<file path="config.mk">
export PLATFORM = sky130hd
export DESIGN_NAME = ircs_rx_seq
export DESIGN_NICKNAME = d
export VERILOG_FILES = /design/src/pkg/ircs_pkg.sv /design/src/hdl/ircs_buf2.sv /design/src/hdl/ircs_rx_seq.sv
export SDC_FILE = /design/constraint.sdc
export NUM_CORES = 1
export LEC_CHECK = 0
export ABC_AREA = 0
export BUFFER_PORTS_ARGS = -buffer_cell sky130_fd_sc_hd__buf_2
export CORE_UTILIZATION = 35
export CTS_BUF_LIST = sky130_fd_sc_hd__clkbuf_8 sky130_fd_sc_hd__clkbuf_16
export CTS_CLUSTER_DIAMETER = 80
export DETAILED_ROUTE_END_ITERATION = 10
export GPL_TIMING_DRIVEN = 0
export PLACE_DENSITY = 0.57
export SYNTH_ARGS = -nofsm -noshare
export SYNTH_HDL_FRONTEND = slang
export SYNTH_SLANG_ARGS = --single-unit
export TNS_END_PERCENT = 30
</file>
<file path="constraint.sdc">
create_clock -name MCLK_I -period 2.5 [get_ports MCLK_I]
set_input_delay 0.25 -clock MCLK_I [delete_from_list [all_inputs] [get_ports MCLK_I]]
set_output_delay 0.25 -clock MCLK_I [all_outputs]
set_load 0.03 [all_outputs]
</file>
<file path="src/pkg/ircs_pkg.sv">
// Constants and state type of the I2C client receive sequencer
// Overview of operation
// RULE1 - Each transferred data byte raises event flag
// RULE2 - Stretch enable holds SCL after each byte
// RULE3 - Start sets start bit, event if enabled
// RULE4 - Matching 7-bit write address is acknowledged
// RULE5 - Reading receive buffer clears buffer full
// RULE6 - Each written data byte is acknowledged
// RULE7 - Stop sets stop bit, bus idle
// RULE8 - Address hold stretches after eighth fall
// RULE9 - Ack phase bit marks event timing
// RULE10 - Held byte acknowledged from ack value bit
// RULE11 - Ninth fall raises event only after ACK; code also raises it at the ninth fall after a mismatched 10-bit low byte
// RULE12 - Hold with stretch stretches after ack
// RULE13 - Data hold stretches after eighth fall
// RULE14 - Stop without enable raises no event
// RULE15 - Matching 10-bit high byte sets update flag
// RULE16 - Own address write releases update stretch
// RULE17 - Matching low byte sets update flag again
// RULE18 - Software writes address only after ack
// RULE19 - Mismatched low byte still flags, no data
// RULE20 - 10-bit data with stretch clears release bit
// RULE21 - Software reloads high address after low
// RULE22 - High byte compares 11110, A9, A8, 0
// RULE23 - Full buffer or overflow withholds ACK
// RULE24 - Zero mask bits are address don't-cares
// RULE25 - Lines synchronised, start/stop while SCL high
`default_nettype none

package ircs_pkg;
    localparam int          BYTE_W     = 8;
    localparam logic [3:0]  CNT_ZERO   = 4'h0;
    localparam logic [3:0]  BYTE_BITS  = 4'h8;
    localparam logic [3:0]  ACK_BIT    = 4'h9;
    localparam logic [4:0]  TEN_HI_PAT = 5'h1e;
    localparam logic [1:0]  SYNC_IDLE  = 2'h3;
    localparam logic        LINE_IDLE  = 1'b1;
    localparam logic        CKP_RST    = 1'b1;
    localparam logic [7:0]  BYTE_RST   = 8'h00;

    typedef enum logic [2:0] {
        ST_IDLE,
        ST_ADDR_HI,
        ST_ADDR_LO,
        ST_DATA,
        ST_SKIP
    } ircs_state_t;
endpackage : ircs_pkg

`default_nettype wire
</file>
<file path="src/hdl/ircs_buf2.sv">
// Small receive buffer with valid/ready on both sides
`timescale 1ns/1ps
`default_nettype none

module ircs_buf2 #(
    parameter int WIDTH = 8,
    parameter int DEPTH = 2
) (
    input  wire logic             clk_i,
    input  wire logic             srst_i,
    input  wire logic [WIDTH-1:0] in_data_i,
    input  wire logic             in_valid_i,
    output logic                  in_ready_o,
    output logic [WIDTH-1:0]      out_data_o,
    output logic                  out_valid_o,
    input  wire logic             out_ready_i
);
    localparam int             AW   = (DEPTH > 1) ? $clog2(DEPTH) : 1;
    localparam logic [AW-1:0]  LAST = AW'(DEPTH - 1);
    localparam logic [AW:0]    FULL = (AW + 1)'(DEPTH);

    logic [WIDTH-1:0] mem_ff [DEPTH];
    logic [AW-1:0]    wr_ff;
    logic [AW-1:0]    rd_ff;
    logic [AW:0]      cnt_ff;
    wire              push = in_valid_i & in_ready_o;
    wire              pop  = out_valid_o & out_ready_i;

    // Honest full and empty from the fill count
    assign in_ready_o  = (cnt_ff != FULL);
    assign out_valid_o = (cnt_ff != '0);
    assign out_data_o  = mem_ff[rd_ff];

    // Storage write
    always_ff @(posedge clk_i)
    begin
        if (push)
            mem_ff[wr_ff] <= in_data_i;
    end

    // Pointers and count
    always_ff @(posedge clk_i)
    begin
        if (srst_i)
        begin
            wr_ff  <= '0;
            rd_ff  <= '0;
            cnt_ff <= '0;
        end
        else
        begin
            if (push)
                wr_ff <= (wr_ff == LAST) ? '0 : wr_ff + 1'b1;
            if (pop)
                rd_ff <= (rd_ff == LAST) ? '0 : rd_ff + 1'b1;
            if (push && !pop)
                cnt_ff <= cnt_ff + 1'b1;
            else if (pop && !push)
                cnt_ff <= cnt_ff - 1'b1;
        end
    end
endmodule : ircs_buf2

`default_nettype wire

</file>
<file path="src/hdl/ircs_rx_seq.sv">
// I2C client receive sequencer: address match, ack, stretch, hold
`timescale 1ns/1ps
`default_nettype none

module ircs_rx_seq (
    input  wire logic                          MCLK_I,
    input  wire logic                          SRST_I,
    input  wire logic                          SCL_I,
    input  wire logic                          SDA_I,
    output logic                               SCL_O,
    output logic                               SCL_OE_O,
    output logic                               SDA_O,
    output logic                               SDA_OE_O,
    input  wire logic                          TEN_BIT_I,
    input  wire logic                          STRETCH_EN_I,
    input  wire logic                          ADDR_HOLD_EN_I,
    input  wire logic                          DATA_HOLD_EN_I,
    input  wire logic                          START_IRQ_EN_I,
    input  wire logic                          STOP_IRQ_EN_I,
    input  wire logic                          ACK_VALUE_I,
    input  wire logic [ircs_pkg::BYTE_W-1:0]   OWN_ADDR_I,
    input  wire logic                          OWN_ADDR_WR_I,
    input  wire logic [ircs_pkg::BYTE_W-1:0]   ADDR_MASK_I,
    input  wire logic                          CLK_RELEASE_SET_I,
    input  wire logic                          EVENT_CLR_I,
    input  wire logic                          OVERFLOW_CLR_I,
    output logic                               EVENT_FLAG_O,
    output logic                               START_SEEN_O,
    output logic                               STOP_SEEN_O,
    output logic                               ACK_PHASE_O,
    output logic                               CLK_RELEASE_O,
    output logic                               LOW_BYTE_PEND_O,
    output logic                               BUFFER_FULL_O,
    output logic                               OVERFLOW_O,
    output logic [ircs_pkg::BYTE_W-1:0]        RX_DATA_O,
    output logic                               RX_VALID_O,
    input  wire logic                          RX_READY_I
);
    import ircs_pkg::*;

    // ==========================================================
    // Declarations
    logic [1:0]        scl_sync_ff;
    logic [1:0]        sda_sync_ff;
    logic              scl_prev_ff;
    logic              sda_prev_ff;
    ircs_state_t       state_ff;
    ircs_state_t       nxt_state;
    logic [3:0]        cnt_ff;
    logic [BYTE_W-1:0] shift_ff;
    logic              held_ff;
    logic              acked_ff;
    logic              sda_drive_ff;
    logic              scl_hold_ff;
    logic              ack_phase_ff;
    logic              lo_miss_ff;
    logic              ua_ff;
    logic              ckp_ff;
    logic              event_ff;
    logic              start_seen_ff;
    logic              stop_seen_ff;
    logic              ovf_ff;
    logic              buf_in_ready;

    // ==========================================================
    // Line synchronisers and bus conditions
    always_ff @(posedge MCLK_I)
    begin
        if (SRST_I)
        begin
            scl_sync_ff <= SYNC_IDLE;
            sda_sync_ff <= SYNC_IDLE;
            scl_prev_ff <= LINE_IDLE;
            sda_prev_ff <= LINE_IDLE;
        end
        else
        begin
            scl_sync_ff <= {scl_sync_ff[0], SCL_I}; // RULE25
            sda_sync_ff <= {sda_sync_ff[0], SDA_I}; // RULE25
            scl_prev_ff <= scl_sync_ff[1];
            sda_prev_ff <= sda_sync_ff[1];
        end
    end

    // Edges and start/stop as SDA moves while SCL stays high
    wire scl_s     = scl_sync_ff[1];
    wire sda_s     = sda_sync_ff[1];
    wire scl_rise  = scl_s & ~scl_prev_ff;
    wire scl_fall  = ~scl_s & scl_prev_ff;
    wire scl_steady = scl_s & scl_prev_ff;
    wire start_det = scl_steady & sda_prev_ff & ~sda_s; // RULE25
    wire stop_det  = scl_steady & ~sda_prev_ff & sda_s; // RULE25

    // ==========================================================
    // Byte phase decode
    wire active  = (state_ff != ST_IDLE) && (state_ff != ST_SKIP);
    wire is_addr = (state_ff == ST_ADDR_HI) || (state_ff == ST_ADDR_LO);
    wire fall8   = scl_fall && (cnt_ff == BYTE_BITS) && active;
    wire fall9   = scl_fall && (cnt_ff == ACK_BIT) && active;

    // Address compare, mask zeros are don't-cares except in the 10-bit high byte
    wire [6:0] a7_diff = shift_ff[7:1] ^ OWN_ADDR_I[7:1];
    wire a7_match = ~|(a7_diff & ADDR_MASK_I[7:1]) & ~shift_ff[0]; // RULE24
    wire hi_match = (shift_ff[7:3] == TEN_HI_PAT)
                  & (shift_ff[2:1] == OWN_ADDR_I[2:1])
                  & ~shift_ff[0]; // RULE22
    wire lo_match = ~|((shift_ff ^ OWN_ADDR_I) & ADDR_MASK_I); // RULE24
    wire hi_byte  = TEN_BIT_I ? hi_match : a7_match;
    wire byte_match = (state_ff == ST_ADDR_HI) ? hi_byte :
                      (state_ff == ST_ADDR_LO) ? lo_match : 1'b1;

    // Acknowledge and hold decisions at the eighth fall
    wire room      = buf_in_ready & ~ovf_ff; // RULE23
    wire ack_ok    = byte_match & room;
    wire hold_sel  = is_addr ? ADDR_HOLD_EN_I : DATA_HOLD_EN_I;
    wire hold_now  = fall8 & ack_ok & hold_sel; // RULE8 RULE13
    wire push      = fall8 & ack_ok;
    wire ovf_set   = fall8 & byte_match & ~buf_in_ready; // RULE23
    wire hold_mode = ADDR_HOLD_EN_I | DATA_HOLD_EN_I;
    wire rel_ack   = held_ff & ckp_ff;

    // Ninth-fall effects
    wire lo_phase  = (state_ff == ST_ADDR_LO);
    wire hi_ten    = (state_ff == ST_ADDR_HI) & TEN_BIT_I & acked_ff;
    wire ua_set    = fall9 & (hi_ten | lo_phase); // RULE15 RULE17 RULE19
    wire evt_ack   = fall9 & (acked_ff | lo_miss_ff); // RULE1 RULE11
    wire stretch_clr = fall9 & acked_ff & STRETCH_EN_I & ~ua_set; // RULE12
    wire ckp_clr   = hold_now | stretch_clr;
    wire start_evt = start_det & START_IRQ_EN_I; // RULE3
    wire stop_evt  = stop_det & STOP_IRQ_EN_I; // RULE14
    wire event_set = start_evt | stop_evt | hold_now | evt_ack;
    wire want_hold = ~ckp_ff | ua_ff | held_ff; // RULE16

    // ==========================================================
    // Sequencer state
    always_comb
    begin
        nxt_state = state_ff;
        case (state_ff)
            ST_ADDR_HI:
                if (fall8 && !byte_match)
                    nxt_state = ST_SKIP;
                else if (fall9)
                    nxt_state = !acked_ff ? ST_SKIP :
                                TEN_BIT_I ? ST_ADDR_LO : ST_DATA;
            ST_ADDR_LO:
                if (fall9)
                    nxt_state = acked_ff ? ST_DATA : ST_SKIP;
            ST_DATA:
                if (fall9 && !acked_ff)
                    nxt_state = ST_SKIP;
            ST_IDLE,
            ST_SKIP:
                nxt_state = state_ff;
            default:
                nxt_state = ST_IDLE;
        endcase
        if (start_det)
            nxt_state = ST_ADDR_HI;
        if (stop_det)
            nxt_state = ST_IDLE; // RULE7
    end

    always_ff @(posedge MCLK_I)
    begin
        if (SRST_I)
            state_ff <= ST_IDLE;
        else
            state_ff <= nxt_state;
    end

    // Bit counter and shift register, sampled on SCL rise
    always_ff @(posedge MCLK_I)
    begin
        if (SRST_I || start_det || fall9)
            cnt_ff <= CNT_ZERO;
        else if (scl_rise && cnt_ff != ACK_BIT)
            cnt_ff <= cnt_ff + 1'b1;
    end

    always_ff @(posedge MCLK_I)
    begin
        if (SRST_I)
            shift_ff <= BYTE_RST;
        else if (scl_rise && cnt_ff < BYTE_BITS)
            shift_ff <= {shift_ff[BYTE_W-2:0], sda_s};
    end

    // ==========================================================
    // Acknowledge bit drive
    always_ff @(posedge MCLK_I)
    begin
        if (SRST_I || start_det || stop_det || fall9)
        begin
            held_ff      <= 1'b0;
            acked_ff     <= 1'b0;
            sda_drive_ff <= 1'b0;
        end
        else if (fall8)
        begin
            held_ff      <= hold_now;
            acked_ff     <= ack_ok & ~hold_sel; // RULE4 RULE6
            sda_drive_ff <= ack_ok & ~hold_sel; // RULE4 RULE6
        end
        else if (rel_ack)
        begin
            held_ff      <= 1'b0;
            acked_ff     <= ~ACK_VALUE_I; // RULE10
            sda_drive_ff <= ~ACK_VALUE_I; // RULE10
        end
    end

    // Ack phase status and low byte mismatch marker
    always_ff @(posedge MCLK_I)
    begin
        if (SRST_I || start_det || stop_det || fall9)
        begin
            ack_phase_ff <= 1'b0;
            lo_miss_ff   <= 1'b0;
        end
        else if (fall8)
        begin
            ack_phase_ff <= hold_mode & byte_match; // RULE9
            lo_miss_ff   <= lo_phase & ~lo_match; // RULE19
        end
    end

    // SCL is only grabbed once it is already seen low
    always_ff @(posedge MCLK_I)
    begin
        if (SRST_I)
            scl_hold_ff <= 1'b0;
        else
            scl_hold_ff <= want_hold & (~scl_s | scl_hold_ff); // RULE2
    end

    // ==========================================================
    // Software visible flags
    always_ff @(posedge MCLK_I)
    begin
        if (SRST_I)
            ckp_ff <= CKP_RST;
        else if (ckp_clr)
            ckp_ff <= 1'b0; // RULE8 RULE13 RULE20
        else if (CLK_RELEASE_SET_I)
            ckp_ff <= 1'b1;
    end

    // Hardware set wins over software clear
    always_ff @(posedge MCLK_I)
    begin
        if (SRST_I)
        begin
            event_ff <= 1'b0;
            ua_ff    <= 1'b0;
            ovf_ff   <= 1'b0;
        end
        else
        begin
            event_ff <= event_set | (event_ff & ~EVENT_CLR_I);
            ua_ff    <= ua_set | (ua_ff & ~OWN_ADDR_WR_I); // RULE16
            ovf_ff   <= ovf_set | (ovf_ff & ~OVERFLOW_CLR_I);
        end
    end

    always_ff @(posedge MCLK_I)
    begin
        if (SRST_I)
        begin
            start_seen_ff <= 1'b0;
            stop_seen_ff  <= 1'b0;
        end
        else if (start_det)
        begin
            start_seen_ff <= 1'b1; // RULE3
            stop_seen_ff  <= 1'b0;
        end
        else if (stop_det)
        begin
            start_seen_ff <= 1'b0;
            stop_seen_ff  <= 1'b1; // RULE7
        end
    end

    // ==========================================================
    // Receive buffer, a stalled reader makes later bytes NACK
    ircs_buf2 #(
        .WIDTH (BYTE_W),
        .DEPTH (2)
    ) u_rx_buf (
        .clk_i       (MCLK_I),
        .srst_i      (SRST_I),
        .in_data_i   (shift_ff),
        .in_valid_i  (push),
        .in_ready_o  (buf_in_ready),
        .out_data_o  (RX_DATA_O),
        .out_valid_o (RX_VALID_O),
        .out_ready_i (RX_READY_I)
    );

    // ==========================================================
    // Outputs
    assign SCL_O           = 1'b0;
    assign SCL_OE_O        = scl_hold_ff;
    assign SDA_O           = 1'b0;
    assign SDA_OE_O        = sda_drive_ff;
    assign EVENT_FLAG_O    = event_ff;
    assign START_SEEN_O    = start_seen_ff;
    assign STOP_SEEN_O     = stop_seen_ff;
    assign ACK_PHASE_O     = ack_phase_ff;
    assign CLK_RELEASE_O   = ckp_ff;
    assign LOW_BYTE_PEND_O = ua_ff;
    assign BUFFER_FULL_O   = ~buf_in_ready; // RULE5
    assign OVERFLOW_O      = ovf_ff;
endmodule : ircs_rx_seq

`default_nettype wire

</file>
## Word-level counts from Yosys, hierarchy flattened

Memories as Yosys holds them, arrays and structs flattened. A register that Yosys moved wholly into a read port is not among the register bits.
Cells that the tools add are included.
Widths: inputs -> output; s select.

- Register bits: 36
- Memory bits (writable): 16
- Input bits: 32
- Output and inout port bits: 21
- Word-level logic and storage cells: 180
- Memories: 1

- Add/sub/neg operators: 5
- Magnitude comparators: 1
- Equal/unequal tests: 18
- Mux-type cells: 29
- Bitwise operators: 67
- Reduce and logical (&&, ||, !) cells: 37

Memories:

| memory | words | bits a word | rd ports | clocked after Yosys merged registers in | write ports | line | RTL |
|---|---|---|---|---|---|---|---|
| u_rx_buf.mem_ff | 2 | 8 | 1 | 1 | 1 | ircs_buf2.sv:22 | `logic [WIDTH-1:0] mem_ff [DEPTH];` |

Operators by type and width:

| operator | count |
|---|---|
| $and 1x1->1 | 35 |
| $mux 1 | 20 |
| $mux 3 | 6 |
| $not 1->1 | 15 |
| $or 1x1->1 | 13 |
| $pmux 3 s4 | 1 |
| $logic_and 1x1->1 | 11 |
| $reduce_bool 2->1 | 5 |
| $ne 3x3->1 const B | 3 |
| $and 8x8->8 | 1 |
| $eq 4x4->1 const B | 2 |
| $ne 2x2->1 const B | 4 |
| $reduce_and 4->1 | 2 |
| $reduce_or 8->1 | 1 |
| $xor 8x8->8 | 1 |
| $and 7x7->7 | 1 |
| $reduce_or 7->1 | 1 |
| $xor 7x7->7 | 1 |
| $eq 3x2->1 const B | 2 |
| $logic_not 1->1 | 6 |
| $reduce_or 2->1 | 3 |
| $eq 5x5->1 const B | 1 |
| $logic_or 1x1->1 | 5 |
| $add 4x1->4 const B | 1 |
| 14 further kinds | 16 |

## Depth between registers and ports, before layout

Gate-level depths: netlist (run 1).

- Depth in word-level cells: 14
- Mapped depth: 11
- Depth with buffers taken out: 11

## Modules after synthesis

Synthesis (run 1) repeated with hierarchy kept, for this count alone.

- Cell total of the unflattened synthesis: 247
- Area total of the unflattened synthesis: 2501.1 sq um

Modules (own cells, without submodules):

| module | instances | cells each | area each (sq um) | sequential area each (sq um) |
|---|---|---|---|---|
| ircs_rx_seq | 1 | 198 | 1695.4 | 640.6 |
| ircs_buf2 | 1 | 49 | 805.8 | 580.6 |

## Least setup slack after synthesis (run 1)

No wires, ideal clock.

- Path type: flip-flop to flip-flop
- Start: register cnt_ff[0]
- End: register u_rx_buf.cnt_ff[1]
- Setup time: 0.070 ns
- Data arrival time: 2.192 ns
- Data required time: 2.430 ns
- Setup slack: 0.238 ns
- Cell stages (with the launch flop): 11
- Path buffers: 0
- Clock period less this slack: 2.262 ns
- Cell sequence: dfxtp_1 -> inv_1 -> ha_1 -> nand3b_1 -> or4b_4 -> nor3_1 -> o21ai_1 -> inv_2 -> ha_1 -> or3_1 -> a21oi_1

- Cells in the longest elaborated chain, start to end: 8
- Elaborated cells on any way between the ends: 10
- Classes of those cells: eq/ne: 1; mux: 1; bitwise: 2; reduce/logical: 6

RTL lines:

| item | line | RTL |
|---|---|---|
| start: declaration | ircs_rx_seq.sv:49 | `logic [3:0] cnt_ff;` |
| start signal: assignment | ircs_rx_seq.sv:178 | `cnt_ff <= cnt_ff + 1'b1;` |
| $eq 4x4->1 (*) | ircs_rx_seq.sv:98 | `wire fall8 = scl_fall && (cnt_ff == BYTE_BITS) && active;` |
| $logic_and 1x1->1 (*) (2 in series) | ircs_rx_seq.sv:98 |  |
| $and 1x1->1 (*) | ircs_rx_seq.sv:117 | `wire push = fall8 & ack_ok;` |
| $and 1x1->1 (*) | ircs_buf2.sv:26 | `wire push = in_valid_i & in_ready_o;` |
| net u_rx_buf.push | ircs_buf2.sv:26 |  |
| $logic_not 1->1 | ircs_buf2.sv:58 | `else if (pop && !push)` |
| $logic_and 1x1->1 | ircs_buf2.sv:58 |  |
| $reduce_bool 2->1 (no source line) | n/a |  |
| end signal: assignment | ircs_buf2.sv:57 | `cnt_ff <= cnt_ff + 1'b1;` |
| end signal: assignment | ircs_buf2.sv:59 | `cnt_ff <= cnt_ff - 1'b1;` |
| end: declaration | ircs_buf2.sv:25 | `logic [AW:0] cnt_ff;` |

Mark *: on every way through the listed nets, which the timed path passes. The rest lies on a longest branch.
A chain may end at the register's enable or synchronous reset.

## Worst setup path in the final report (run 1)

- Start: register cnt_ff[1]
- End: register u_rx_buf.cnt_ff[1]

Same word-level chain as after synthesis.

==> metrics.md, run 1 <==
| Metric | Value |
|---|---|
| Status | complete, no violations |
| CTS tree | yes |
| Final setup fails | 0 |
| Critical Path Fanout Max | 4 |
| Worst VDD drop | 0.237 mV |
| Crit. End Element | register |
| CP dominant cell by count | ha_1 |
| # rows | 30 |
| Post-synthesis sequential area ratio | 49.3% |
| Clock Latency Late Sink | 0.32 ns |
| Largest net degree at the start of global routing | 20 |
| Core Area | 6830 µm² |
| CP Cell Sequence | inv_1 -> ha_1 -> nand3b_1 -> or4b_4 -> nor3_4 -> o21ai_4 -> inv_2 -> ha_1 -> or3_1 -> a21oi_1 |
| Initial antenna violation count | 0 |
| Power per cell area | 512 nW/µm² |
| DP HPWL | 3960 µm |
| Setup Skew | ~0.013 ns |
| Detailed Route WL | 5450 µm |
| Flops & latches, synth | 53 |
| Boundary pin count | 53 |
| DR vias | 1906 |
| Worst reg-to-reg path cell count | 10 |
| Final Max Tran Viols | 0 |
| Worst setup path start | cnt_ff[1]$_SDFFE_PP0P_ |
| Clock Pin Slew Worst Setup and Hold Paths | 0.10 ns |
| Post-synth EDFFs | 16 |
| Nets | 334 |
| CTS sink count | between 50 and 60 |
| Critical path's largest stage delay | 0.56 ns |
| Die area | 7420 µm² |
| Worst r2r src | cnt_ff[1]$_SDFFE_PP0P_ |
| Area growth, synth to finish | 21.6% |
| Async SR Flop Fraction | 0% |
| Iteration-0 DRC count of the detailed router | 111 |
| Final hold vios | 0 |
| Pleak | 1.18 nW |
| Flop-to-flop setup slack | about 0.11 ns |
| Vias per inst | 4.83 |
| CP Class | register to register |
| Ys flop type | dfxtp_1 |
| Setup crit end | u_rx_buf.cnt_ff[1]$_SDFFE_PP0P_ |
| Grt ovf | 0 |
| Crit path buf inv count | 2 |
| Fin crit share | 95.7% |
| Crit path max-delay family | simple AND/OR/NAND/NOR gates |
| Ratio of cells with drive above 1 in the final layout | approximately 34% |
| Critical R2R Capture | u_rx_buf.cnt_ff[1]$_SDFFE_PP0P_ |
| CTS Root Cell | clkbuf_8 |
| Starting density of the core | 36.3% |
| First-pass detailed-route iteration total | 4 |
| Detail Route Antenna Nets | 0 |
| Finished Core Util | between 40 and 50% |
| DR DRC count | 0 |
| Mapped Cells | 236 |
| Period minus WS final | 2.39 ns |
| Worst slew pin tran | 0.914 ns |
| CTS Buf Count | 5 |
| Avg WL per Cell | 13.8 µm |
| H-tree depth | 2 |
| CP Data Arrival Time | 2.63 ns |
| Slowest stage cell on the critical path | or4b_4 |
| Fillers | between 600 and 700 |
| Worst slew margin | approximately two fifths |
| MaxCap Viol Count | 0 |
| CP startpoint kind | register |
| Cell count along the critical path | 10 |
| Avg Inst Size Synth | 10.5 µm² |
| Most common cell after layout, fill and taps aside | buf_2 |
| Vias in the first global route | 1766 |
| Port bufs | 50 |
| First-pass GRT wire length | 8730 µm |
| Commonest cells after routing, fill and taps aside | buf_2, dfxtp_1, nor2_1 |
| Hold Path Class | input pin to register |
| Ys Warns | 0 |
| Count of cell types in the netlist | 56 |
| Aggregate global-route resource usage | 15.4% |
| Die H | 86.2 µm |
| GPL Wtd Cong | 0.774 |
| Die extent in x | 86.2 µm |
| Hold slack | 0.117 ns |
| CP required | 2.74 ns |
| Maximum root-to-sink buffer count | 2 |
| Diode count | 0 |
| Fmax | 418 MHz |
| Mapped Area | 2480 µm² |
-- cell type report --
type | instances | area, µm² | area share [%]
clock buffers | 5 | 68.8 | 2.28
well taps | 96 | 120 | 3.99
multi-input cells | 162 | 1180 | 39.3
clock inverters | 3 | 28.8 | 0.955
flip-flops and latches | 53 | 1230 | 40.7
inverters | 10 | 37.5 | 1.25
repair buffers | 54 | 280 | 9.30
plain buffers | 12 | 66.3 | 2.20
-- kinds of logic (layout without fill, tap and decap cells) --
logic type	count (synthesis)	after routing	share of synthesized area [%]
simple gates	82	82	19.2
flops	53	53	49.3
compound gates	40	40	11.7
buf+inv	22	84	4.19
mux	19	19	8.18
xor+xnor	15	15	5.30
fa+ha+maj	4	4	2.02
other cells	1	2	0.151
-- cells in the mapped netlist, types with 3 or more instances --
master	n	area, µm²
or2_2	8	50.1
a21oi_1	12	60.1
mux2_2	9	101
o21ai_0	4	20.0
ha_1	4	50.1
clkbuf_1	6	22.5
nor3_1	3	15.0
dfxtp_1	37	741
a22oi_1	3	22.5
nand3b_1	3	22.5
nand2_1	4	15.0
nand2b_1	4	25.0
buf_4	3	22.5
inv_1	9	33.8
nand4_1	3	18.8
xor2_1	13	114
nand3_1	5	25.0
a21o_1	3	22.5
edfxtp_1	16	480
mux2i_1	9	90.1
nor2_1	30	113
nor2b_1	4	25.0
-- metrics by stage --
stage                     setup TNS, ns  cells  area, µm²  power (W)  setup WS, ns
after CTS                             0    391       2960    0.00155        0.0117
after global placement            -1.81    383       2850    0.00104        -0.178
after detailed placement          -2.19    383       2850    0.00104        -0.182
after global routing            -0.0202    395       3010    0.00161       -0.0202
final                                 0    395       3010    0.00154         0.107
after floorplan                       0    237       2480   0.000991         0.238
-- repair_timing --
action                                  4_1_cts  5_1_grt
setup buffers                                 0        4
endpoints found under the setup margin       17        9
hold buffers                                  0        0
pin swaps                                     2        4
gates resized for setup                       5        6
-- sequential cells by signal, indices dropped and copies added, names as in the netlist, 2 cells and up, named ones only --
| signal | count |
|---|---|
| u_rx_buf.mem_ff | 16 |
| u_rx_buf.cnt_ff | 2 |
| sda_sync_ff | 2 |
| cnt_ff | 4 |
| shift_ff | 8 |
| scl_sync_ff | 2 |
| state_ff | 3 |
-- layer usage --
layer | up-vias | track usage (%) | wire length, µm
met5 | - | 0 | 0
met3 | 6 | 3.18 | 230
met4 | 0 | 5.00 | 70
li1 | 961 | - | -
met2 | 45 | 24.0 | 2470
met1 | 894 | 21.4 | 2680
-- worst min-delay path by stage --
stage | slack [ns] | cells after the start | endpoint | from
after floorplan | 0.35 | 1 | OVERFLOW_O$_SDFF_PP0_ | OVERFLOW_CLR_I
after global placement | 0.39 | 1 | sda_sync_ff[1]$_SDFF_PP1_ | sda_sync_ff[0]$_SDFF_PP1_
after detailed placement | 0.39 | 1 | scl_sync_ff[1]$_SDFF_PP1_ | scl_sync_ff[0]$_SDFF_PP1_
after CTS | 0.11 | 2 | scl_sync_ff[0]$_SDFF_PP1_ | SCL_I
after global routing | 0.10 | 2 | scl_sync_ff[0]$_SDFF_PP1_ | SCL_I
final | 0.12 | 2 | scl_sync_ff[0]$_SDFF_PP1_ | SCL_I
-- power breakdown --
group          internal [W]  switching (W)  total (W)
registers          0.000889     0.00000724   0.000896
logic             0.0000557      0.0000720   0.000128
clock network      0.000210       0.000309   0.000519
total               0.00115       0.000388    0.00154
(Power assumes the default switching activity.)
==> run 2: changes to the inputs <==
--- a/config.mk
+++ b/config.mk
@@ -16,4 +16,5 @@
 export SYNTH_ARGS = -nofsm -noshare
 export SYNTH_HDL_FRONTEND = slang
+export SYNTH_HIERARCHICAL = 1
 export SYNTH_SLANG_ARGS = --single-unit
 export TNS_END_PERCENT = 30
==> constraint.sdc (replaced) <==
create_clock -name MCLK_I -period 2.5 [get_ports MCLK_I]
set_input_delay 0.25 -clock MCLK_I [delete_from_list [all_inputs] [get_ports MCLK_I]]
set_output_delay 0.25 -clock MCLK_I [all_outputs]
set_load 0.1 [all_outputs]
==> metrics.md, run 2 <==
| Metric | Value |
|---|---|
| Register area | 1230 µm² (about the same) |
| Period minus WS final | 2.39 ns (about the same) |
| Min-delay src | SCL_I (unchanged) |
| Largest net degree at the start of global routing | 17 (was 20) |
| Initial antenna violation count | 0 (unchanged) |
| Clock Latency Late Sink | 0.31 ns (was 0.32 ns) |
| Cells after DPL | 394 (was 383) |
| # rows | 30 (unchanged) |
| Final hold vios | 0 (unchanged) |
| Final Max Tran Viols | 0 (unchanged) |
| CP Class | register to register (unchanged) |
| Commonest cells post-synth | dfxtp_1, nor2_1, a21oi_1 (was dfxtp_1, nor2_1, edfxtp_1) |
| Avg Inst Size Synth | 10.1 µm² (was 10.5 µm²) |
| Avg WL per Cell | 13.2 µm (was 13.8 µm) |
| Post-synthesis sequential area ratio | 48.8% (was 49.3%) |
| First-pass GRT wire length | 8490 µm (was 8730 µm) |
| Ratio of cells with drive above 1 in the final layout | 35.1% (was 34.1%) |
| CP required | 2.75 ns (was 2.74 ns) |
| Vias in the first global route | 1773 (was 1766) |
| Worst VDD drop | 0.218 mV (was 0.237 mV) |
| Post-synth EDFFs | 16 (unchanged) |
| CTS Buf Count | 5 (unchanged) |
| Dpl ws | -0.134 ns (was -0.182 ns) |
| Die area | 7490 µm² (was 7420 µm²) |
| Reg with most FFs | u_rx_buf/mem_ff (was u_rx_buf.mem_ff) |
| Diode count | 0 (unchanged) |
| Final setup fails | 0 (unchanged) |
| Aggregate global-route resource usage | 14.8% (was 15.4%) |
| GPL Wtd Cong | 0.866 (was 0.774) |
| Total Power | 0.00152 W (was 0.00154 W) |
| Hold-fix buffers, CTS | 0 (unchanged) |
| Area growth, synth to finish | 25.0% (was 21.6%) |
| Fmax | 418 MHz (about the same) |
| Detailed Route WL | 5440 µm (was 5450 µm) |
| Count of cell types in the netlist | 57 (was 56) |
| Worst slew pin tran | 0.797 ns (was 0.914 ns) |
| Largest registers in the final layout | u_rx_buf/mem_ff (16), shift_ff (8), cnt_ff (4) (was u_rx_buf.mem_ff (16), shift_ff (8), cnt_ff (4)) |
| Setup Skew | 0.0101 ns (was 0.0134 ns) |
| Final setup TNS | 0 ns (unchanged) |
| Starting density of the core | 36.6% (was 36.3%) |
| CP startpoint kind | register (unchanged) |
| Boundary pin count | 53 (unchanged) |
| Die H | 86.5 µm (was 86.2 µm) |
| CP Data Arrival Time | 2.64 ns (was 2.63 ns) |
| First-pass detailed-route iteration total | 4 (unchanged) |
| Critical R2R Capture | u_rx_buf/cnt_ff[1]$_SDFFE_PP0P_ (was u_rx_buf.cnt_ff[1]$_SDFFE_PP0P_) |
| Grt ovf | 0 (unchanged) |
| CTS sink count | 53 (unchanged) |
| Fillers | 675 (was 681) |
| Hold depth | 2 (unchanged) |
| Worst slew margin | 46.7% (was 38.8%) |
| Mapped Area | 2500 µm² (was 2480 µm²) |
| Count leader, synth | dfxtp_1 (unchanged) |
| Crit. End Element | register (unchanged) |
| Clock Pin Slew Worst Setup and Hold Paths | 0.10 ns (about the same) |
| Maximum root-to-sink buffer count | 2 (unchanged) |
| Hold Path End | scl_sync_ff[0]$_SDFF_PP1_ (unchanged) |
| RSZ-0062 raised after global routing | no |
| Critical Path Fanout Max | 9 (was 4) |
| Flip-flop count of the largest register after layout | 16 (unchanged) |
| Worst reg-to-reg path cell count | 10 (unchanged) |
| Flops & latches, synth | 53 (unchanged) |
| Pleak | 1.26 nW (was 1.18 nW) |
| Ys flop type | dfxtp_1 (unchanged) |
| Worst r2r src | shift_ff[0]$_SDFFE_PP0P_ (was cnt_ff[1]$_SDFFE_PP0P_) |
| Top cell type's share of synthesized area | 29.6% (was 29.9%) |
| Hold Path Class | input pin to register (unchanged) |
| MaxCap Viol Count | 0 (unchanged) |
| Status | complete, no violations (unchanged) |
| Top post-synthesis cells by area | dfxtp_1, edfxtp_1, xor2_1 (unchanged) |
| Hold slack | 0.110 ns (was 0.117 ns) |
| Multi-input logic area | 1270 µm² (was 1180 µm²) |
| Fin crit share | 95.8% (was 95.7%) |
| Die extent in x | 86.5 µm (was 86.2 µm) |
| CTS tree | yes (unchanged) |
| Vias per inst | 4.82 (was 4.83) |
| Power per cell area | 485 nW/µm² (was 512 nW/µm²) |
| Final WS setup | 0.106 ns (was 0.107 ns) |
| Detail Route Antenna Nets | 0 (unchanged) |
| DP HPWL | 3900 µm (was 3960 µm) |
| Ys Warns | 6 (was 0) |
| H-tree depth | 2 (unchanged) |
| Async SR Flop Fraction | 0% (unchanged) |
| DR DRC count | 0 (unchanged) |
| Most common cell after layout, fill and taps aside | buf_2 (unchanged) |
| Iteration-0 DRC count of the detailed router | 41 (was 111) |
| Nets | 351 (was 334) |
| CTS Root Cell | clkbuf_8 (unchanged) |
| Flop-to-flop setup slack | 0.11 ns (about the same) |
| Area leader, netlist | dfxtp_1 (unchanged) |
| Fin cells | 412 (was 395) |
| Core Area | 6830 µm² (unchanged) |
| Commonest cells after routing, fill and taps aside | buf_2, dfxtp_1, nor2_1 (unchanged) |
| DR vias | 1987 (was 1906) |
| Port bufs | 50 (unchanged) |
| Mapped Cells | 247 (was 236) |
==> run 2: cell types whose count changed after synthesis, moves of 2 or more <==
cell	previous run	this run
nand2_1	4	9
a21o_1	3	1
clkbuf_1	6	4
nor2b_1	4	6
o21ai_0	4	6
or4_4	2	0
nand4_1	3	1
nor4b_1	2	0
a21oi_1	12	17
a211o_1	2	0
==> run 2: timing repair <==
| item | in CTS | in global routing |
|---|---|---|
| pin swaps | 3 | 6 |
| resized for setup | 4 | 12 |
| cloned | 0 | 0 |
| setup buffers | 2 | 9 |
| endpoints found under the setup margin | 1 | 1 |
==> run 2: area by class of cell <==
cell class | instances | area share, %
Buffer | 10 | 1.92
Clock buffer | 5 | 2.20
Clock inverter | 3 | 0.560
Inverter | 8 | 0.961
Multi-Input combinational cell | 176 | 40.6
Sequential cell | 53 | 39.2
Tap cell | 96 | 3.84
Timing Repair Buffer | 61 | 10.6
==> run 2: power by group <==
part	switching (W)	internal [W]	total (W)	leakage, nW
Combinational	0.0000890	0.0000537	0.000143	0.764
Clock	0.000286	0.000196	0.000482	0.0497
Sequential	0.00000580	0.000886	0.000892	0.449
==> run 2: worst max-delay path, stage by stage (launching register included) <==
cell and delay (ns):
dfxtp_1 0.34, buf_4 0.17, nand4bb_4 0.23, nor4_4 0.36, o21ai_2 0.11, o211ai_4 0.10
and2_4 0.18, and2_4 0.14, ha_4 0.19, or3_1 0.36, a21oi_1 0.14
==> run 2: worst max path at each step <==
stage                             start                               to  slack [ns]  cells past startpoint
4_1_cts        shift_ff[5]$_SDFFE_PP0P_  u_rx_buf/cnt_ff[1]$_SDFFE_PP0P_        0.02                      9
3_3_place_gp   shift_ff[5]$_SDFFE_PP0P_  u_rx_buf/cnt_ff[1]$_SDFFE_PP0P_       -0.12                      9
5_1_grt        shift_ff[0]$_SDFFE_PP0P_  u_rx_buf/cnt_ff[1]$_SDFFE_PP0P_       0.002                     10
6_report       shift_ff[0]$_SDFFE_PP0P_  u_rx_buf/cnt_ff[1]$_SDFFE_PP0P_        0.11                     10
3_5_place_dp   shift_ff[5]$_SDFFE_PP0P_  u_rx_buf/cnt_ff[1]$_SDFFE_PP0P_       -0.13                      9
2_1_floorplan     OVERFLOW_O$_SDFF_PP0_  u_rx_buf/cnt_ff[1]$_SDFFE_PP0P_        0.13                      7
==> run 2: cell families (layout without fill, tap and decap cells) <==
kind of cell | after synthesis | count (layout) | share of synthesized area, %
flip-flops | 53 | 53 | 48.8
buffers and inverters | 19 | 87 | 3.75
other | 1 | 2 | 0.150
XOR/XNOR | 15 | 15 | 5.25
multiplexers | 17 | 17 | 7.20
adder cells (fa/ha/maj) | 4 | 4 | 2.00
AND/OR/NAND/NOR | 90 | 90 | 19.6
AO/OA/AOI/OAI | 48 | 48 | 13.3
==> run 2: layer usage <==
| layer | up-vias | GRT usage [%] | share of wire (%) |
|---|---|---|---|
| met2 | 44 | 24.3 | 47 |
| met5 | - | 0 | 0 |
| met1 | 918 | 19.1 | 48 |
| met4 | 0 | 4.55 | 0.97 |
| met3 | 5 | 3.81 | 4.6 |
| li1 | 1020 | - | - |
==> run 2: stage by stage <==
| stage | instance area (µm²) | util [%] |
|---|---|---|
| finish | 3130 | 45.8 |
| global route | 3130 | 45.8 |
| global placement | 2880 | 42.1 |
| detailed placement | 2880 | 42.1 |
| CTS | 3000 | 43.8 |
| floorplan | 2500 | - |
==> run 3: changes to the inputs <==
- SYNTH_HIERARCHICAL: 1 -> not set
==> metrics.md, run 3 (synthesis results as in run 1) <==
| Metric | Value |
|---|---|
| Vias per inst | 4.81 (was 4.82) |
| Die H | 86.2 µm (was 86.5 µm) |
| Fin crit share | 94.4% (was 95.8%) |
| Initial antenna violation count | 0 (unchanged) |
| Die extent in x | 86.2 µm (was 86.5 µm) |
| Hold-fix buffers, CTS | 0 (unchanged) |
| CP startpoint kind | register (unchanged) |
| Die area | 7420 µm² (was 7490 µm²) |
| Register area | 1230 µm² (about the same) |
| Fillers | 690 (was 675) |
| Port bufs | 50 (unchanged) |
| CP Class | register to register (unchanged) |
| Period minus WS final | 2.36 ns (was 2.39 ns) |
| DP HPWL | 3910 µm (was 3900 µm) |
| Reg with most FFs | u_rx_buf.mem_ff (was u_rx_buf/mem_ff) |
| CTS tree | yes (unchanged) |
| CTS sink count | 53 (unchanged) |
| DR vias | 1908 (was 1987) |
| Total Power | 0.00166 W (was 0.00152 W) |
| Multi-input logic area | 1210 µm² (was 1270 µm²) |
| Crit path buf inv count | 2 (was 1) |
| Crit path max-delay family | simple AND/OR/NAND/NOR gates (unchanged) |
| Largest registers in the final layout | u_rx_buf.mem_ff (16), shift_ff (8), cnt_ff (4) (was u_rx_buf/mem_ff (16), shift_ff (8), cnt_ff (4)) |
| Maximum root-to-sink buffer count | 2 (unchanged) |
| Worst slew pin tran | 0.924 ns (was 0.797 ns) |
| Detailed Route WL | 5340 µm (was 5440 µm) |
| Largest net degree at the start of global routing | 19 (was 17) |
| Nets | 336 (was 351) |
| P_sw | 0.000408 W (was 0.000381 W) |
| Worst slew margin | 38.2% (was 46.7%) |
| First-pass GRT wire length | 8450 µm (was 8490 µm) |
| CP Cell Sequence | inv_1 -> ha_1 -> nand3b_1 -> or4b_4 -> nor3_4 -> o21ai_4 -> inv_2 -> ha_4 -> or3_4 -> a21oi_2 (was buf_4 -> nand4bb_4 -> nor4_4 -> o21ai_2 -> o211ai_4 -> and2_4 -> and2_4 -> ha_4 -> or3_1 -> a21oi_1) |
| CTS Root Cell | clkbuf_8 (unchanged) |
| CP Data Arrival Time | 2.59 ns (was 2.64 ns) |
| Switching share of power | 24.6% (was 25.1%) |
| Detail Route Antenna Nets | 0 (unchanged) |
| Aggregate global-route resource usage | 14.8% (about the same) |
| DR DRC count | 0 (unchanged) |
| Power Internal | 0.00125 W (was 0.00114 W) |
| H-tree depth | 2 (unchanged) |
| Fmax | 424 MHz (was 418 MHz) |
| Clock share of power | 36.3% (was 31.8%) |
| Final Max Tran Viols | 0 (unchanged) |
| Hold Path Class | input pin to register (unchanged) |
| Power per cell area | 540 nW/µm² (was 485 nW/µm²) |
| Ratio of cells with drive above 1 in the final layout | 34.9% (was 35.1%) |
| Vias in the first global route | 1713 (was 1773) |
| Final setup fails | 0 (unchanged) |
| Iteration-0 DRC count of the detailed router | 87 (was 41) |
| RSZ-0062 raised after global routing | no (unchanged) |
| Commonest cells after routing, fill and taps aside | buf_2, dfxtp_1, nor2_1 (unchanged) |
| Final hold vios | 0 (unchanged) |
| CP required | 2.73 ns (was 2.75 ns) |
| Crit. End Element | register (unchanged) |
| Core Area | 6830 µm² (unchanged) |
| Most common cell after layout, fill and taps aside | buf_2 (unchanged) |
| CTS Buf Count | 5 (unchanged) |
| # rows | 30 (unchanged) |
| Sequential Power Share | 53.8% (was 58.8%) |
| Critical Path Fanout Max | 3 (was 9) |
| Status | complete, no violations (unchanged) |
| Logic pwr share | 9.9% (was 9.4%) |
| First-pass detailed-route iteration total | 4 (unchanged) |
| GPL Wtd Cong | 0.811 (was 0.866) |
| Slowest stage cell on the critical path | or4b_4 (was nor4_4) |
| Clock Latency Late Sink | 0.31 ns (about the same) |
| Worst VDD drop | 0.304 mV (was 0.218 mV) |
| Avg WL per Cell | 13.4 µm (was 13.2 µm) |
| Flop-to-flop setup slack | 0.14 ns (was 0.11 ns) |
| Diode count | 0 (unchanged) |
| Boundary pin count | 53 (unchanged) |
| Pleak | 1.20 nW (was 1.26 nW) |
| Clock Pin Slew Worst Setup and Hold Paths | 0.10 ns (about the same) |
| Final setup TNS | 0 ns (unchanged) |
| Area growth, synth to finish | 24.1% (was 25.0%) |
| Flip-flop count of the largest register after layout | 16 (unchanged) |
| Critical path's largest stage delay | 0.56 ns (was 0.36 ns) |
| MaxCap Viol Count | 0 (unchanged) |
| Dpl ws | -0.203 ns (was -0.134 ns) |
| Final WS setup | 0.141 ns (was 0.106 ns) |
| Starting density of the core | 36.3% (was 36.6%) |
| Setup Skew | 0.0121 ns (was 0.0101 ns) |
| Grt ovf | 0 (unchanged) |
run 3: changes by cell type in the layout (fill, tap and decap cells not counted), moves of 3 or more:
cell / previous run / this run
a21oi_1: 17 / 11
nand2_1: 9 / 4
clkbuf_1: 3 / 6
nor2b_1: 6 / 3
buf_4: 14 / 9
run 3: cell type report:
cell class / count / share of cell area [%]
Buffer: 12 / 2.16
Clock buffer: 5 / 2.24
Clock inverter: 3 / 1.63
Inverter: 10 / 1.22
Multi-Input combinational cell: 162 / 39.4
Sequential cell: 53 / 39.9
Tap cell: 96 / 3.90
Timing Repair Buffer: 56 / 9.60
run 3: final timing paths:
path                             start                              end  cells past startpoint
max             cnt_ff[1]$_SDFFE_PP0P_  u_rx_buf.cnt_ff[1]$_SDFFE_PP0P_                     10
min                              SCL_I        scl_sync_ff[0]$_SDFF_PP1_                      2
max reg2reg     cnt_ff[1]$_SDFFE_PP0P_  u_rx_buf.cnt_ff[1]$_SDFFE_PP0P_                     10
min reg2reg  sda_sync_ff[0]$_SDFF_PP1_        sda_sync_ff[1]$_SDFF_PP1_                      1
run 3: per-layer routing:
metal | wire length [µm] | share of wire (%) | global-route usage, %
met1 | 2630 | 49 | 21.2
met2 | 2380 | 45 | 22.7
met3 | 275 | 5.2 | 2.98
met4 | 54 | 1.0 | 4.09
met5 | 0 | 0 | 0
run 3: power groups by stage:
stage | Combinational (W) | Clock (W) | Sequential (W)
6_report | 0.000165 | 0.000603 | 0.000895
5_1_grt | 0.000177 | 0.000652 | 0.000896
4_1_cts | 0.000162 | 0.000620 | 0.000896
3_5_place_dp | 0.000157 | 0 | 0.000915
3_3_place_gp | 0.000157 | 0 | 0.000915
2_1_floorplan | 0.0000968 | 0 | 0.000927
run 3: what timing repair did:
item | 4_1_cts | 5_1_grt
gates resized for setup | 3 | 10
pin swaps | 1 | 2
setup endpoints to repair | 17 | 9
buffers inserted | 2 | 4
run 3: metrics by stage:
step	utilization (%)	area [µm²]	instances	hold WS, ns
after floorplan	-	2480	237	0.354
after global placement	41.8	2860	383	0.394
after detailed placement	41.8	2860	383	0.393
after CTS	43.9	3000	393	0.109
after global routing	45.0	3080	397	0.114
final	45.0	3080	397	0.118
